<file path="config.mk">
export PLATFORM = sky130hd
export DESIGN_NAME = epm_preload_map
export DESIGN_NICKNAME = d
export VERILOG_FILES = /design/src/epm_pkg.sv /design/src/epm_serial_reader.sv /design/src/epm_preload_map.sv
export SDC_FILE = /design/constraint.sdc
export NUM_CORES = 1
export LEC_CHECK = 0
export ABC_AREA = 1
export BUFFER_PORTS_ARGS = -buffer_cell sky130_fd_sc_hd__buf_4
export CORE_MARGIN = 5
export CORE_UTILIZATION = 56
export CTS_CLUSTER_DIAMETER = 100
export DETAILED_ROUTE_END_ITERATION = 12
export GPL_TIMING_DRIVEN = 1
export PLACE_DENSITY = 0.8
export SETUP_SLACK_MARGIN = 0.02
export SLEW_MARGIN = 20
export SYNTH_ARGS = -nofsm -noshare
export SYNTH_HDL_FRONTEND = slang
export SYNTH_SLANG_ARGS = --single-unit
</file>
<file path="constraint.sdc">
create_clock -name core_clk -period 4.7 [get_ports core_clk]
set_clock_uncertainty 0.15 [all_clocks]
set_input_delay 0.235 -clock core_clk [delete_from_list [all_inputs] [get_ports core_clk]]
set_output_delay 0.235 -clock core_clk [all_outputs]
set_load 0.005 [all_outputs]
</file>
<file path="src/epm_pkg.sv">
package epm_pkg;

  // Timing
  localparam int CLK_FREQ_MHZ    = 250;
  localparam int EE_SK_FREQ_KHZ  = 2000;
  localparam int EE_SK_HALF_CYC  = (CLK_FREQ_MHZ * 1000 + 2 * EE_SK_FREQ_KHZ - 1)
                                   / (2 * EE_SK_FREQ_KHZ);
  localparam logic [7:0] EE_HALF_LAST = 8'(EE_SK_HALF_CYC - 1);

  // Serial read command framing
  localparam logic [2:0] EE_CMD_READ   = 3'h6;
  localparam logic [4:0] EE_FIRST_IN   = 5'h09;
  localparam logic [4:0] EE_LAST_BIT   = 5'h19;

  // EEPROM word and byte addresses
  localparam logic [5:0] EE_WA_SIG     = 6'h00;
  localparam logic [5:0] EE_WA_REGION  = 6'h01;
  localparam logic [7:0] EE_BA_CHIPCTL = 8'h08;
  localparam logic [7:0] EE_BA_EXTCTL  = 8'h0E;
  localparam logic [7:0] EE_BA_PMCAP   = 8'h10;
  localparam logic [7:0] EE_BA_PMDATA  = 8'h12;
  localparam logic [1:0] EE_WORD_LAST  = 2'h3;

  // Region enable codes
  localparam logic [3:0] REGION_ALL    = 4'hF;
  localparam logic [3:0] REGION_STOP11 = 4'h7;
  localparam logic [7:0] REGION_BA11   = 8'h11;
  localparam logic [7:0] REGION_BASE   = 8'h02;
  localparam int         REGION_LO     = 1;

  // Register byte offsets
  localparam logic [9:0] OFS_CHIP40    = 10'h040;
  localparam logic [9:0] OFS_EXT48     = 10'h048;
  localparam logic [9:0] OFS_ARB4C     = 10'h04C;
  localparam logic [9:0] OFS_PMCAP     = 10'h080;
  localparam logic [9:0] OFS_PMDATA    = 10'h084;
  localparam logic [9:0] OFS_TEST_C0   = 10'h0C0;
  localparam logic [9:0] OFS_STAT_C8   = 10'h0C8;
  localparam logic [9:0] OFS_OWNCTL    = 10'h0D4;
  localparam logic [9:0] OFS_OWNSTAT   = 10'h0D8;

  // Register field positions
  localparam int C0_ISA       = 8;
  localparam int R40_WRDISC   = 1;
  localparam int R40_SINGLEDW = 4;
  localparam int R40_MINFREE  = 9;
  localparam int R40_REORDER  = 10;
  localparam int R4C_PREEMPT  = 28;
  localparam int C8_SUCCESS   = 3;
  localparam int OWN_DUALPOST = 0;
  localparam int ST_DONE_BIT  = 0;
  localparam int ST_SIGFAIL   = 1;
  localparam int ST_BUSY      = 2;

  // EEPROM byte field positions
  localparam int B9_ISA       = 0;
  localparam int B9_WRDISC    = 2;
  localparam int B9_SINGLEDW  = 3;
  localparam int B9_MINFREE   = 4;
  localparam int B9_REORDER   = 5;
  localparam int B9_DUALPOST  = 7;
  localparam int BF_PREEMPT   = 12;

  // Writable masks and reset values
  localparam logic [31:0] MASK_C0     = 32'h0000_0100;
  localparam logic [31:0] MASK_40     = 32'h0000_0E12;
  localparam logic [31:0] MASK_48     = 32'h0000_001F;
  localparam logic [31:0] MASK_4C     = 32'hF000_0000;
  localparam logic [31:0] MASK_OWNCTL = 32'h0000_0001;
  localparam logic [31:0] RST_REG     = 32'h0000_0000;
  localparam logic [7:0]  RST_PMDATA  = 8'h00;

  // Power management capability (fixed read-only values)
  localparam logic [7:0]  PM_CAP_ID    = 8'h01;
  localparam logic [7:0]  PM_NEXT_PTR  = 8'h00;
  localparam logic [15:0] PM_CAP_FIXED = 16'h0602;

  typedef enum logic [4:0] {
    LD_START  = 5'h01,
    LD_SIG    = 5'h02,
    LD_REGION = 5'h04,
    LD_WORDS  = 5'h08,
    LD_DONE   = 5'h10
  } epm_ld_state_t;

  typedef enum logic [2:0] {
    RD_IDLE  = 3'h1,
    RD_SHIFT = 3'h2,
    RD_GAP   = 3'h4
  } epm_rd_state_t;

  typedef struct packed {
    logic       isaEnable;
    logic       wrDisconnect;
    logic       singleDwRead;
    logic       burstMinFree;
    logic [1:0] reorderMode;
    logic [2:0] dtrReorderDepth;
    logic [1:0] postedWriteSlots;
    logic       flowThrough;
    logic       parkOnBridge;
    logic       dsPrefetchDynOff;
    logic       usPrefetchDynOff;
    logic       underflowCtl;
    logic       preemptOn;
    logic [6:0] preemptDelay;
  } epm_ctrl_t;

endpackage

</file>
<file path="src/epm_serial_reader.sv">
`timescale 1ns/1ns
`default_nettype none
module epm_serial_reader
  import epm_pkg::*;
(
  // Clock and reset
  input  wire logic        core_clk,
  input  wire logic        rstnSync,
  // Word request
  input  wire logic        start,
  input  wire logic [5:0]  wordAddr,
  output logic             busy,
  output logic             done,
  output logic [15:0]      data,
  // EEPROM pins
  output logic             eeCs,
  output logic             eeSk,
  output logic             eeDi,
  input  wire logic        eeDo
);

  epm_rd_state_t state;
  logic [7:0]    phase;
  logic [4:0]    bitIdx;
  logic [8:0]    cmdShift;
  logic          doMeta;
  logic          doSync;

  always_ff @(posedge core_clk or negedge rstnSync) begin
    if (!rstnSync) begin
      doMeta <= 1'b0;
      doSync <= 1'b0;
    end else begin
      doMeta <= eeDo;
      doSync <= doMeta;
    end
  end

  // Address goes out MSB first on falling SK, held steady for rising SK; data is taken LSB first on falling SK
  always_ff @(posedge core_clk or negedge rstnSync) begin
    if (!rstnSync) begin
      state    <= RD_IDLE;
      phase    <= 8'h00;
      bitIdx   <= 5'h00;
      cmdShift <= 9'h000;
      busy     <= 1'b0;
      done     <= 1'b0;
      data     <= 16'h0000;
      eeCs     <= 1'b0;
      eeSk     <= 1'b0;
      eeDi     <= 1'b0;
    end else begin
      done <= 1'b0;
      case (state)
        RD_IDLE: begin
          if (start) begin
            state    <= RD_SHIFT;
            busy     <= 1'b1;
            eeCs     <= 1'b1;
            eeDi     <= EE_CMD_READ[2];
            cmdShift <= {EE_CMD_READ[1:0], wordAddr, 1'b0};
            phase    <= 8'h00;
            bitIdx   <= 5'h00;
          end
        end
        RD_SHIFT: begin
          if (phase == EE_HALF_LAST) begin
            phase <= 8'h00;
            eeSk  <= ~eeSk;
            if (eeSk) begin
              if (bitIdx >= EE_FIRST_IN) begin
                data <= {doSync, data[15:1]};
              end
              if (bitIdx == EE_LAST_BIT) begin
                state <= RD_GAP;
                eeCs  <= 1'b0;
                eeDi  <= 1'b0;
                done  <= 1'b1;
              end else begin
                bitIdx   <= bitIdx + 5'h01;
                eeDi     <= cmdShift[8];
                cmdShift <= {cmdShift[7:0], 1'b0};
              end
            end
          end else begin
            phase <= phase + 8'h01;
          end
        end
        RD_GAP: begin
          // Chip select must stay low a while between words
          if (phase == EE_HALF_LAST) begin
            phase <= 8'h00;
            state <= RD_IDLE;
            busy  <= 1'b0;
          end else begin
            phase <= phase + 8'h01;
          end
        end
        default: begin
          state <= RD_IDLE;
          busy  <= 1'b0;
          eeCs  <= 1'b0;
          eeSk  <= 1'b0;
        end
      endcase
    end
  end

endmodule // epm_serial_reader
`default_nettype wire

</file>
<file path="src/epm_preload_map.sv">
`timescale 1ns/1ns
`default_nettype none
// Overview of operation
// - EEPROM byte 9 bit 0 loads legacy ISA enable into C0h bit 8.
// - Byte 9 bit 2 makes memory writes disconnect at cache line boundaries.
// - Byte 9 bit 3 limits upstream reads to one dword, byte enables forwarded.
// - Byte 9 bit 4 accepts burst writes with one free data FIFO entry.
// - Byte 9 bits 6:5 choose delayed-transaction reorder freedom, four down to one.
// - Byte 9 bit 7 allows two accepted memory writes at once.
// - Byte 0Eh bit 0 loads read flow-through enable into 48h bit 0.
// - Byte 0Eh bit 1 parks secondary grant on the bridge when idle.
// - Byte 0Eh bits 2 and 3 disable dynamic prefetch, downstream and upstream.
// - Byte 0Eh bit 4 enables read underflow handling, held in 48h bit 4.
// - Byte 0Fh bits 7:4 load 4Ch bits 31:28; top bit set disables pre-emption.
// - Codes 0 to 7 give pre-emption after 0,1,2,4,8,16,32,64 clocks.
// - Power management capability at 80h reads version 010.
// - Capability bit 5 reads zero; reserved bits carry nothing.
// - Capability bits 9 and 10 read one for D1 and D2 support.
// - Capability bits 14:11 read zero, no PME generation.
// - Byte 13h lands read-only in 84h bits 31:24; byte 12h unused.
// - Autoload continues only when the first word matches the signature.
// - Region enable bits 4:1 of byte 2 limit how far loading goes.
// - Words are read singly, address MSB first, data LSB first.
module epm_preload_map
  import epm_pkg::*;
#(
  // Expected first word; value is arbitrary
  parameter logic [15:0] SIG_WORD = 16'hA55A
) (
  // Clock and reset
  input  wire logic        core_clk,
  input  wire logic        rstn,
  // Avalon-MM slave, word addressed
  input  wire logic [7:0]  address,
  input  wire logic        read,
  input  wire logic        write,
  input  wire logic [31:0] writedata,
  input  wire logic [3:0]  byteenable,
  output logic [31:0]      readdata,
  output logic             waitrequest,
  // EEPROM pins
  output logic             eeCs,
  output logic             eeSk,
  output logic             eeDi,
  input  wire logic        eeDo,
  // Bridge core controls
  output epm_ctrl_t        bridgeCtrl,
  // Loader status
  output logic             loadDone,
  output logic             loadOk
);

  logic [1:0]    rstPipe;
  logic          rstnSync;
  epm_ld_state_t ldState;
  logic          rdStart;
  logic [5:0]    rdAddr;
  logic          rdBusy;
  logic          rdDone;
  logic [15:0]   rdData;
  logic [3:0]    regionCode;
  logic [1:0]    wordIdx;
  logic          waitWord;
  logic          sigFail;
  logic [31:0]   regC0;
  logic [31:0]   reg40;
  logic [31:0]   reg48;
  logic [31:0]   reg4C;
  logic [31:0]   regOwnCtl;
  logic [7:0]    pmData;
  logic [31:0]   rdMux;
  logic          busWrite;
  logic [31:0]   wrMask;
  logic [9:0]    byteAddr;
  logic [7:0]    wordBa;

  function automatic logic [31:0] mergeBits(input logic [31:0] old,
                                            input logic [31:0] val,
                                            input logic [31:0] mask);
    mergeBits = (old & ~mask) | (val & mask);
  endfunction

  function automatic logic [7:0] wordByteAddr(input logic [1:0] idx);
    case (idx)
      2'h0:    wordByteAddr = EE_BA_CHIPCTL;
      2'h1:    wordByteAddr = EE_BA_EXTCTL;
      2'h2:    wordByteAddr = EE_BA_PMCAP;
      default: wordByteAddr = EE_BA_PMDATA;
    endcase
  endfunction

  // Undefined codes with the top bit set stop at once rather than load blindly
  function automatic logic inRegion(input logic [3:0] code, input logic [7:0] ba);
    if (code == REGION_ALL) begin
      inRegion = 1'b1;
    end else if (code == REGION_STOP11) begin
      inRegion = ba < REGION_BA11;
    end else if (code[3]) begin
      inRegion = 1'b0;
    end else begin
      inRegion = ba < ({3'h0, code, 1'b0} + REGION_BASE);
    end
  endfunction

  function automatic logic [2:0] reorderDepth(input logic [1:0] mode);
    case (mode)
      2'h0:    reorderDepth = 3'h4;
      2'h1:    reorderDepth = 3'h3;
      2'h2:    reorderDepth = 3'h2;
      default: reorderDepth = 3'h1;
    endcase
  endfunction

  function automatic logic [6:0] preemptCycles(input logic [3:0] code);
    case (code[2:0])
      3'h0:    preemptCycles = 7'h00;
      3'h1:    preemptCycles = 7'h01;
      3'h2:    preemptCycles = 7'h02;
      3'h3:    preemptCycles = 7'h04;
      3'h4:    preemptCycles = 7'h08;
      3'h5:    preemptCycles = 7'h10;
      3'h6:    preemptCycles = 7'h20;
      default: preemptCycles = 7'h40;
    endcase
  endfunction

  // Byte 9 bits land at scattered positions of the 40h register
  function automatic logic [31:0] map40(input logic [7:0] b9);
    logic [31:0] v;
    v = 32'h0000_0000;
    v[R40_WRDISC]         = b9[B9_WRDISC];
    v[R40_SINGLEDW]       = b9[B9_SINGLEDW];
    v[R40_MINFREE]        = b9[B9_MINFREE];
    v[R40_REORDER +: 2]   = b9[B9_REORDER +: 2];
    map40 = v;
  endfunction

  always_ff @(posedge core_clk or negedge rstn) begin
    if (!rstn) begin
      rstPipe <= 2'h0;
    end else begin
      rstPipe <= {rstPipe[0], 1'b1};
    end
  end
  assign rstnSync = rstPipe[1];

  epm_serial_reader u_reader (
    .core_clk (core_clk),
    .rstnSync (rstnSync),
    .start    (rdStart),
    .wordAddr (rdAddr),
    .busy     (rdBusy),
    .done     (rdDone),
    .data     (rdData),
    .eeCs     (eeCs),
    .eeSk     (eeSk),
    .eeDi     (eeDi),
    .eeDo     (eeDo)
  );

  assign wordBa = wordByteAddr(wordIdx);

  // Loader sequence
  always_ff @(posedge core_clk or negedge rstnSync) begin
    if (!rstnSync) begin
      ldState    <= LD_START;
      rdStart    <= 1'b0;
      rdAddr     <= 6'h00;
      regionCode <= 4'h0;
      wordIdx    <= 2'h0;
      waitWord   <= 1'b0;
      sigFail    <= 1'b0;
      loadDone   <= 1'b0;
      loadOk     <= 1'b0;
    end else begin
      rdStart <= 1'b0;
      case (ldState)
        LD_START: begin
          if (!rdBusy && !rdStart) begin
            rdStart <= 1'b1;
            rdAddr  <= EE_WA_SIG;
            ldState <= LD_SIG;
          end
        end
        LD_SIG: begin
          if (rdDone) begin
            if (rdData == SIG_WORD) begin
              ldState <= LD_REGION;
            end else begin
              sigFail  <= 1'b1;
              loadDone <= 1'b1;
              ldState  <= LD_DONE;
            end
          end
        end
        LD_REGION: begin
          if (!rdBusy && !rdStart && !waitWord) begin
            rdStart  <= 1'b1;
            rdAddr   <= EE_WA_REGION;
            waitWord <= 1'b1;
          end else if (rdDone) begin
            regionCode <= rdData[REGION_LO +: 4];
            waitWord   <= 1'b0;
            wordIdx    <= 2'h0;
            ldState    <= LD_WORDS;
          end
        end
        LD_WORDS: begin
          if (!waitWord && !rdBusy && !rdStart) begin
            if (inRegion(regionCode, wordBa)) begin
              rdStart  <= 1'b1;
              rdAddr   <= wordBa[6:1];
              waitWord <= 1'b1;
            end else begin
              loadDone <= 1'b1;
              loadOk   <= 1'b1;
              ldState  <= LD_DONE;
            end
          end else if (rdDone) begin
            waitWord <= 1'b0;
            if (wordIdx == EE_WORD_LAST) begin
              loadDone <= 1'b1;
              loadOk   <= 1'b1;
              ldState  <= LD_DONE;
            end else begin
              wordIdx <= wordIdx + 2'h1;
            end
          end
        end
        LD_DONE: begin
          loadDone <= 1'b1;
        end
        default: begin
          ldState <= LD_DONE;
        end
      endcase
    end
  end

  assign byteAddr = {address, 2'h0};
  // A write lands only at the edge where waitrequest is seen low
  assign busWrite = write && !waitrequest;
  assign wrMask   = {{8{byteenable[3]}}, {8{byteenable[2]}},
                     {8{byteenable[1]}}, {8{byteenable[0]}}};

  // Autoload and software writes share one process; the bus is held off while loading
  always_ff @(posedge core_clk or negedge rstnSync) begin
    if (!rstnSync) begin
      regC0     <= RST_REG;
      reg40     <= RST_REG;
      reg48     <= RST_REG;
      reg4C     <= RST_REG;
      regOwnCtl <= RST_REG;
      pmData    <= RST_PMDATA;
    end else if (rdDone && ldState == LD_WORDS) begin
      case (wordBa)
        EE_BA_CHIPCTL: begin
          regC0     <= mergeBits(regC0, 32'(rdData[8 + B9_ISA]) << C0_ISA, MASK_C0);
          reg40     <= mergeBits(reg40, map40(rdData[15:8]), MASK_40);
          regOwnCtl <= mergeBits(regOwnCtl, 32'(rdData[8 + B9_DUALPOST]), MASK_OWNCTL);
        end
        EE_BA_EXTCTL: begin
          reg48 <= mergeBits(reg48, {27'h0, rdData[4:0]}, MASK_48);
          reg4C <= mergeBits(reg4C, {rdData[BF_PREEMPT +: 4], 28'h0}, MASK_4C);
        end
        EE_BA_PMDATA: begin
          pmData <= rdData[15:8];
        end
        default: begin
          // Capability word fields are fixed; loaded bits are discarded
          pmData <= pmData;
        end
      endcase
    end else if (busWrite) begin
      case (byteAddr)
        OFS_TEST_C0: regC0     <= mergeBits(regC0, writedata, MASK_C0 & wrMask);
        OFS_CHIP40:  reg40     <= mergeBits(reg40, writedata, MASK_40 & wrMask);
        OFS_EXT48:   reg48     <= mergeBits(reg48, writedata, MASK_48 & wrMask);
        OFS_ARB4C:   reg4C     <= mergeBits(reg4C, writedata, MASK_4C & wrMask);
        OFS_OWNCTL:  regOwnCtl <= mergeBits(regOwnCtl, writedata, MASK_OWNCTL & wrMask);
        default:     pmData    <= pmData;
      endcase
    end
  end

  // Reserved and unmapped offsets read as zero
  always_comb begin
    rdMux = 32'h0000_0000;
    case (byteAddr)
      OFS_TEST_C0: rdMux = regC0;
      OFS_CHIP40:  rdMux = reg40;
      OFS_EXT48:   rdMux = reg48;
      OFS_ARB4C:   rdMux = reg4C;
      OFS_PMCAP:   rdMux = {PM_CAP_FIXED, PM_NEXT_PTR, PM_CAP_ID};
      OFS_PMDATA:  rdMux = {pmData, 24'h00_0000};
      OFS_STAT_C8: rdMux = 32'(loadOk) << C8_SUCCESS;
      OFS_OWNCTL:  rdMux = regOwnCtl;
      OFS_OWNSTAT: rdMux = (32'(loadDone) << ST_DONE_BIT) | (32'(sigFail) << ST_SIGFAIL)
                           | (32'(!loadDone) << ST_BUSY);
      default:     rdMux = 32'h0000_0000;
    endcase
  end

  // Every access sees one wait cycle; none is answered until loading ends
  always_ff @(posedge core_clk or negedge rstnSync) begin
    if (!rstnSync) begin
      waitrequest <= 1'b1;
      readdata    <= 32'h0000_0000;
    end else if (!waitrequest) begin
      waitrequest <= 1'b1;
    end else if ((read || write) && loadDone) begin
      waitrequest <= 1'b0;
      readdata    <= read ? rdMux : 32'h0000_0000;
    end
  end

  // Controls lag the registers by one cycle so the core sees a registered copy
  always_ff @(posedge core_clk or negedge rstnSync) begin
    if (!rstnSync) begin
      bridgeCtrl <= '0;
    end else begin
      bridgeCtrl.isaEnable        <= regC0[C0_ISA];
      bridgeCtrl.wrDisconnect     <= reg40[R40_WRDISC];
      bridgeCtrl.singleDwRead     <= reg40[R40_SINGLEDW];
      bridgeCtrl.burstMinFree     <= reg40[R40_MINFREE];
      bridgeCtrl.reorderMode      <= reg40[R40_REORDER +: 2];
      bridgeCtrl.dtrReorderDepth  <= reorderDepth(reg40[R40_REORDER +: 2]);
      bridgeCtrl.postedWriteSlots <= regOwnCtl[OWN_DUALPOST] ? 2'h2 : 2'h1;
      bridgeCtrl.flowThrough      <= reg48[0];
      bridgeCtrl.parkOnBridge     <= reg48[1];
      bridgeCtrl.dsPrefetchDynOff <= reg48[2];
      bridgeCtrl.usPrefetchDynOff <= reg48[3];
      bridgeCtrl.underflowCtl     <= reg48[4];
      bridgeCtrl.preemptOn        <= !reg4C[R4C_PREEMPT + 3];
      bridgeCtrl.preemptDelay     <= preemptCycles(reg4C[R4C_PREEMPT +: 4]);
    end
  end

endmodule // epm_preload_map
`default_nettype wire

</file>
; After elaboration in Yosys (flattened, before gate mapping)
; Cells that the tools add are included.
; Widths: inputs -> output; s select.
[totals]
latch_bits = 0
elab_cells = 307
mem_count = 0
regBits = 297
rom_bits = 0
out_inout_bits = 62
input_bits = 49
mem_bits_rw = 0
[op_classes]
div_mod_pow = 0
mux = 107
n_shift = 0
bitwise_logic = 34
n_eq_ne = 60
mul = 0
n_addsub = 4
n_reduce_logical = 55
n_lt_le_gt_ge = 3
[ops]
columns = cell, n
row1 = $mux 32, 21
row2 = $pmux 32 s9, 1
row3 = $and 32x32->32, 6
row4 = $or 32x32->32, 5
row5 = $mux 5, 13
row6 = $eq 8x6->1 const B, 7
row7 = $pmux 7 s7, 1
row8 = $mux 9, 4
row9 = $mux 1, 34
row10 = $and 32x1->32, 1
row11 = $and 32x12->32, 1
row12 = $and 32x5->32, 1
row13 = $and 32x9->32, 1
row14 = $not 1->32, 1
row15 = $not 12->32, 1
row16 = $not 32->32, 1
row17 = $not 5->32, 1
row18 = $not 9->32, 1
row19 = $or 28x32->32, 1
row20 = $or 32x1->32, 1
row21 = $or 32x12->32, 1
row22 = $or 32x5->32, 1
row23 = $or 32x9->32, 1
row24 = $pmux 5 s5, 1
row25 = other kinds (55), 156

; Longest topological paths before layout
; Gate-level depths: netlist of the first run.
[depth]
depth_word = 11
depth_mapped = 16
mapped_depth_nobuf = 16

; Cells and area by module
; From an unflattened synthesis of the first run, not the netlist that was laid out.
[unflattened]
hier_cells = 752
hier_area_um2 = 6511.2
[modules_own_cells]
columns = module, cells_per_inst, instances, area_each_um2, seq_area_each_um2
row1 = epm_preload_map, 472, 1, 4221.5, 2229.6
row2 = epm_serial_reader, 280, 1, 2289.7, 1177.4

; Worst setup path after synthesis of the first run
; Ideal clock, no wire load.
[synth_timing]
kind = flip-flop to flip-flop
from = register wordIdx[0]
to = register ldState[3]
t_arrival_ns = 1.838
stages_incl_launch_ff = 14
path_slack_ns = 2.593
setup_ns = 0.119
synth_period_minus_slack_ns = 2.107
t_required_ns = 4.431
n_path_buf = 0
path_cell_list = dfrtp_1 inv_1 ha_1 or2_2 ha_1 o21ai_0 inv_1 nand2_1 nand2_1 nand2_1 nand2_1 nand3_1 nand2_1 nand2_1
[synth_between]
elab_chain_len = 10
elab_cells_between_ends = 15
cone_classes = 2 x order compare / 5 x eq/ne / 6 x mux / 2 x reduce/logical
[synth_lines]
columns = element, line
row1 = "start, declared", epm_preload_map.sv:62  ; logic [1:0] wordIdx;
row2 = "start signal, assigned", epm_preload_map.sv:226  ; wordIdx <= wordIdx + 2'h1;
row3 = "$eq 2x2->1, or another cell as far along", epm_preload_map.sv:84  ; case (idx)
row4 = $pmux 5 s3, epm_preload_map.sv:84
row5 = $lt 8x6->1, epm_preload_map.sv:101  ; inRegion = ba < ({3'h0, code, 1'b0} + REGION_BASE);
row6 = $mux 1, epm_preload_map.sv:98  ; end else if (code[3]) begin
row7 = $mux 1, epm_preload_map.sv:96  ; end else if (code == REGION_STOP11) begin
row8 = $mux 1, epm_preload_map.sv:94  ; if (code == REGION_ALL) begin
row9 = $mux 1, epm_preload_map.sv:209  ; if (!waitWord && !rdBusy && !rdStart) begin
row10 = $mux 1, epm_preload_map.sv:177  ; case (ldState)
row11 = $ne 3x3->1 (no line), --
row12 = $reduce_and 8->1 (no line) *, --
row13 = "end signal, assigned", epm_preload_map.sv:182  ; ldState <= LD_SIG;
row14 = "end signal, assigned", epm_preload_map.sv:188  ; ldState <= LD_REGION;
row15 = "end signal, assigned", epm_preload_map.sv:217  ; ldState <= LD_DONE;
row16 = "end, declared", epm_preload_map.sv:55  ; epm_ld_state_t ldState;
; Mark *: on every way between the ends. The rest lies on a longest branch, timed or not. The select of a mux whose other input is x is not followed.
; A chain may end at the register's enable or synchronous reset.

; Worst setup path after layout of the first run
[layout_timing]
from = register wordIdx[0]
to = register loadDone
[layout_between]
elab_chain_len = 10
elab_cells_between_ends = 15
cone_classes = 2 x order compare / 5 x eq/ne / 6 x mux / 2 x reduce/logical
[layout_lines]
columns = element, line
row1 = "$eq 2x2->1, or another cell as far along", epm_preload_map.sv:84
row2 = $pmux 5 s3, epm_preload_map.sv:84
row3 = $lt 8x6->1, epm_preload_map.sv:101
row4 = $mux 1, epm_preload_map.sv:98
row5 = $mux 1, epm_preload_map.sv:96
row6 = $mux 1, epm_preload_map.sv:94
row7 = $mux 1, epm_preload_map.sv:209
row8 = $mux 1, epm_preload_map.sv:177
row9 = $ne 3x3->1 (no line), --
row10 = $reduce_and 6->1 (no line) *, --
row11 = "end signal, assigned", epm_preload_map.sv:173  ; loadDone <= 1'b0;
row12 = "end signal, assigned", epm_preload_map.sv:215  ; loadDone <= 1'b1;
row13 = "end signal, assigned", epm_preload_map.sv:222  ; loadDone <= 1'b1;
row14 = "end, declared", epm_preload_map.sv:49  ; output logic loadDone,
; Marked as above.

==> run metrics, run 1 <==
outcome=complete, no violations; Area Overhead vs Synth=20.7%; Clk pwr share=between 40 and 50%; Synth Instances=around 750; Initial DRC Count=468; Final ANT Viol Nets=0; Pre-Repair DR Iteration Count=5; top cell family by delay on the critical path=simple AND/OR/NAND/NOR gates; IO Port Bufs=between 70 and 80; first-pass GRT wire length=between 20000 and 25000 µm; Pwr per Cell Area=~330 nW/µm²; Slew Limit Fails=0; worst vdd ir=between 200 and 250 µV; Post-synth EDFFs=0; syn avg cell area=roughly 8.6 µm²; required time worst endpoint=around 4.9 ns; CP bufs+invs=2; Die ar.=approximately 14000 µm²; Sink Count=between 100 and 150; Remaining Overflow, GRT=0; Yosys top cell by area=dfrtp_1; setup TNS=0 ns; Final Cycle Share=about 52%; Overall Global Routing Usage=22.8%; Clk pin slew, worst setup/hold paths=around 0.060 ns; Clock Latency Late Sink=between 0.4 and 0.5 ns; Logic pwr share=~3.8%; Final min period=2.45 ns; post-layout total power=around 2.5 mW; Final Wtd Congestion=between 0.8 and 0.9; Worst Path Arrival=about 2.6 ns; Clock Path Buffers=2; # H-tree levels=4; post-DP HPWL=10500 µm; Synth top cells by count=nand2_1, dfrtp_1, inv_1, nand3_1; post-CTS setup buffers=0; filler cell count in the final layout=just under 900; RSZ-0062 raised after global routing=false; Fmax=0.408 GHz; chip width=approximately 120 µm; Setup crit start kind=flop; top cells by area, synth=dfrtp_1, nand2_1, inv_1, nand3_1, o21ai_0; Initial Util=56.7%; Sw Share=about 21%; Final Hold Violating Endpoints=0; DR vias=around 5300; ys async rst share=100%; Internal Power=2.00 mW; ANT cells=0; Reg power frac=between 40% and 50%; TritonCTS clock tree=built; MaxCap Viol Count=0; post-synth cell types=42; Yosys reg bits=approximately 140; largest net degree at the start of global routing=87; most frequent cell after synthesis=nand2_1; layout cell share with drive strength beyond 1=roughly 16%; Yosys Warn Count=0; I/O Pins=about 110; DR DRC count=0; final WL=14600 µm; crit-path max FO=6; vias in the first global route=between 5000 and 6000; RR Startpoint=wordIdx[0]$_DFFE_PN0P_; Synth Flop Type=dfrtp_1; hold path startpoint=read; Hold Crit Class=in2reg; TritonCTS Buffers=17; Critical Path End Type=flop; antenna violations before repair=0; Final Setup Violations=0; crit-path max cell delay=roughly 0.44 ns; nets=approximately 900; Critical Path Most Common Cell=nand2_1; critical path launch point=wordIdx[0]$_DFFE_PN0P_; Via density=5.30; register area share after synthesis=between 50% and 60%; Max transition margin=between 50 and 60%; Core Region=11300 µm²; row count=39; CP Cell Sequence=inv_1 > ha_1 > inv_1 > a21oi_1 > ha_1 > a21oi_1 > nand2_1 > nand2_1 > nand2_1 > nand2_1 > nand2_1 > nand4_1 > nand2_1; WL/cell=roughly 15 µm; Psw=about 0.55 mW; CTS root buf=clkbuf_16; Cell Area, Synth=6410 µm²; Die H=117 µm; slowest cell on the critical path=dfrtp_1; worst setup path class=reg2reg; Leakage=about 4.0 nW; area share of the largest cell type after synthesis=51.9%; Worst Tran Pin Value=between 0.7 and 0.8 ns
## path summary, 6_finish.rpt
path / endpoint / slack, ns / cells after the start
setup / recovery: loadDone$_DFFE_PN0P_ / 2.25 / 13
setup reg to reg: loadDone$_DFFE_PN0P_ / 2.25 / 13
max in group asynchronous: readdata[10]$_DFFE_PN0P_ / 3.05 / 2
hold reg to reg: u_reader.bitIdx[0]$_DFFE_PN0P_ / 0.10 / 0
min in group asynchronous: u_reader.bitIdx[0]$_DFFE_PN0P_ / 0.10 / 0
hold / removal: waitrequest$_DFF_PN1_ / 0.02 / 2
## power groups by stage
stage               clock, mW  combinational [mW]  sequential, mW
floorplan                   0              0.0394            1.22
global placement            0              0.0768            1.22
detailed placement          0              0.0785            1.22
CTS                      1.27              0.0850            1.20
global route             1.32               0.110            1.19
finish                   1.26              0.0969            1.19
## layout make-up
type / count / area (µm²) / area share, %
clock buffer: 24 / 492 / 6.35
timing repair buffer: 88 / 703 / 9.09
sequential: 136 / 3410 / 44.1
inverter: 101 / 380 / 4.92
clock inverter: 7 / 68.8 / 0.889
tap: 143 / 179 / 2.31
multi-input combinational: 496 / 2500 / 32.4
## metal layers
layer | share of wire, % | track usage (%)
met1 | 43 | 30.7
met4 | 3.4 | 11.6
met2 | 48 | 35.0
met3 | 5.4 | 4.88
met5 | 0 | 0
## per-stage QoR
step                      instance area [µm²]  hold WS, ns  setup WS (ns)  util, %  instances
final                                    7740       0.0164           2.25     68.4        995
after global routing                     7740       0.0606           2.00     68.4        995
after CTS                                7710      0.00536           2.28     68.1        994
after detailed placement                 7060       -0.130           2.30     62.3        954
after global placement                   7060       -0.133           2.39     62.3        954
after floorplan                          6460       -0.211          0.486        -        758
## repair_timing
item	4_1_cts	5_1_grt
hold endpoints to repair	9	0
resized for setup	0	0
hold buffers	9	0
## placed cells by master (no fill, tap or decap), types with 3 or more instances in the layout
master           n
dlygate4sd3_1    9
clkbuf_8         4
dfrtp_1        132
clkbuf_16       17
buf_4           78
nor2_4           3
o21ai_0         45
nand3_1         47
nor2_2           3
nor3_1          12
xor2_1           6
inv_2            3
clkinv_2         4
a21oi_1         20
inv_1           96
ha_1            17
o22ai_1         11
o21ai_1         17
nand2_1        209
a22o_1           4
conb_1          15
clkbuf_1         3
nor2_1          44
nand2_2          3
a32o_1           3
dfstp_2          3
nand4_1         15
## kinds of logic after synthesis
logic type / share of synthesized area, %
other cells: 0.117
fa+ha+maj: 3.32
simple gates: 23.9
flops: 53.1
xor+xnor: 1.09
compound gates: 9.79
buf+inv: 8.62
No activity file was read; power rests on OpenSTA's default activity.
==> inputs of run 2 (changes only) <==
==> constraint.sdc (replaced) <==
create_clock -name core_clk -period 2.35 [get_ports core_clk]
set_clock_uncertainty 0.15 [all_clocks]
set_input_delay 0.1175 -clock core_clk [delete_from_list [all_inputs] [get_ports core_clk]]
set_output_delay 0.1175 -clock core_clk [all_outputs]
set_load 0.005 [all_outputs]
==> run 2 against run 1 <==
Global-route usage is 1.5 points higher. Clock power is 130% higher. First-iteration DRC count is 53% higher. Register-to-register slack worse by 2.1 ns. Utilization is 3.1 points higher. Sequential power is 100% higher. Worst setup slack worse by 2.2 ns.
==> run metrics, run 2 (same netlist as run 1, synthesis figures left out) <==
outcome=complete, no violations; Initial DRC Count=715 (+53%); Reg power frac=43.7% (-3.1 points); Final min period=approximately 2.3 ns; required time worst endpoint=2.55 ns (-2.31 ns); Remaining Overflow, GRT=0 (unchanged); Final WS setup=0.0943 ns (-2.15 ns); Initial Util=56.7% (unchanged); Final Hold Violating Endpoints=0 (unchanged); # H-tree levels=4 (unchanged); Clk pwr share=52.1% (+2.7 points); post-DP HPWL=10800 µm (+3.0%); Psw=1.18 mW (+120%); Area Overhead vs Synth=26.2%; filler cell count in the final layout=789 (-9.3%); Sw Share=21.6% (+0.11 points); worst reg2reg path depth=9 (-4); nets=933 (+3.0%); antenna violations before repair=0 (unchanged); Die H=117 µm (unchanged); worst setup path class=in2reg; reg2reg setup slack=0.12 ns (-2.13 ns); WL/cell=15.7 µm (+6.8%); Die ar.=13700 µm² (unchanged); MaxCap Viol Count=0 (unchanged); first-pass GRT wire length=25900 µm (+7.6%); Pre-Repair DR Iteration Count=5 (unchanged); setup TNS=0 ns (unchanged); TritonCTS Buffers=17 (unchanged); Internal Power=4.27 mW (+110%); pre-CTS setup slack=0.00234 ns (-2.30 ns); post-route insts no fill=1023 (+2.8%); worst vdd ir=666 µV (+180%); crit-path max FO=4 (-2); IO Port Bufs=76 (unchanged); most frequent cells in the layout=nand2_1, dfrtp_1, inv_1, buf_4, nand3_1; Fmax=about 0.44 GHz; Logic pwr share=4.2% (+0.4 points); final WL=16100 µm (+9.8%); Clock Latency Late Sink=0.42 ns (about the same); chip width=117 µm (unchanged); Final ANT Viol Nets=0 (unchanged); DR vias=5627 (+6.6%); Core Region=11300 µm² (unchanged); Hold Crit Class=in2reg; Final Cycle Share=approximately 96%; Sink Count=136 (unchanged); Slew Limit Fails=0 (unchanged); row count=39 (unchanged); layout cell share with drive strength beyond 1=18.1% (+2.1 points); Via density=5.50 (+3.7%); Clock Path Buffers=2 (unchanged); I/O Pins=111 (unchanged); CTS root buf=clkbuf_16; RR Startpoint=ldState[3]$_DFFE_PN0P_; Critical Path End Type=flop; TritonCTS clock tree=built; WHS=0.00789 ns (-0.00849 ns); RSZ-0062 raised after global routing=true; Core Util, Final=71.5% (+3.1 points); ANT cells=0 (unchanged); Pwr per Cell Area=673 nW/µm² (+100%); Clk pin slew, worst setup/hold paths=0.06 ns (about the same); Max transition margin=56.7% (+5.2 points); Worst Path Arrival=2.46 ns (-0.15 ns); worst hold stages=5 (+3); hold path startpoint=byteenable[3]; Worst Tran Pin Value=0.648 ns (-0.0781 ns); DR DRC count=0 (unchanged); dpl cells=961 (+0.73%); Overall Global Routing Usage=24.3% (+1.5 points); Setup crit start kind=input pin; largest net degree at the start of global routing=36 (-59%); Final Wtd Congestion=0.916 (+2.7%); Leakage=4.19 nW (+4.2%); Final Setup Violations=0 (unchanged); vias in the first global route=5515 (+8.1%); commonest non-fill, non-tap cell in the layout=nand2_1
[run 2: cell count changes in the layout (fill, tap and decap cells not counted), sizes merged]
cell,change
clkinvlp,+1
clkbuf,-6
bufinv,+3
dlygate4sd3,+16
buf,+11
inv,+3
[run 2: per-stage QoR]
step / area [µm²] / power, mW
after floorplan: 6470 / 2.52
after global placement: 7140 / 2.60
after detailed placement: 7140 / 2.61
after CTS: 8030 / 5.46
after global routing: 8090 / 5.61
final: 8090 / 5.45
[run 2: area by class of cell]
cell class	count	area, µm²	area share, %
repair buffers	115	951	11.8
clock buffers	18	439	5.43
flip-flops and latches	136	3410	42.2
multi-input cells	496	2530	31.3
well taps	143	179	2.21
clock inverters	14	196	2.43
inverters	101	380	4.70
[run 2: how the worst max path moves through the flow]
stage / startpoint / end / slack, ns / cells after the start
6_report: address[6] / readdata[25]$_DFFE_PN0P_ / 0.09 / 7
5_1_grt: wordIdx[0]$_DFFE_PN0P_ / ldState[3]$_DFFE_PN0P_ / -0.007 / 13
4_1_cts: wordIdx[0]$_DFFE_PN0P_ / ldState[3]$_DFFE_PN0P_ / 0.05 / 12
3_5_place_dp: wordIdx[1]$_DFFE_PN0P_ / ldState[3]$_DFFE_PN0P_ / 0.002 / 14
3_3_place_gp: wordIdx[0]$_DFFE_PN0P_ / ldState[3]$_DFFE_PN0P_ / 0.12 / 13
2_1_floorplan: wordIdx[0]$_DFFE_PN0P_ / ldState[3]$_DFFE_PN0P_ / 0.24 / 13
[run 2: routing by layer]
metal,track usage [%],vias up,wire length [µm]
met5,0,-,0
met4,13.1,0,644
met3,5.86,66,1150
met2,37.8,265,7770
met1,31.6,2667,6530
li1,-,2629,-
[run 2: repair_timing]
action                     CTS  global route
pin swaps                    0             4
resized for setup            2             9
hold endpoints to repair    21             0
setup endpoints to repair    4            13
buffers inserted             0             5
hold buffers                25             0
[run 2: critical path: stages]
cell           delay [ns]
dlygate4sd3_1        0.55
buf_4                0.13
nor2_1               0.21
dlygate4sd3_1        0.61
nand4_1              0.14
dlygate4sd3_1        0.62
nand3_1              0.08
[run 2: power groups by stage]
stage | sequential, mW | clock [mW] | combinational, mW
2_1_floorplan | 2.44 | 0 | 0.0787
3_3_place_gp | 2.42 | 0 | 0.184
3_5_place_dp | 2.42 | 0 | 0.188
4_1_cts | 2.38 | 2.86 | 0.224
5_1_grt | 2.38 | 2.97 | 0.254
6_report | 2.38 | 2.84 | 0.231
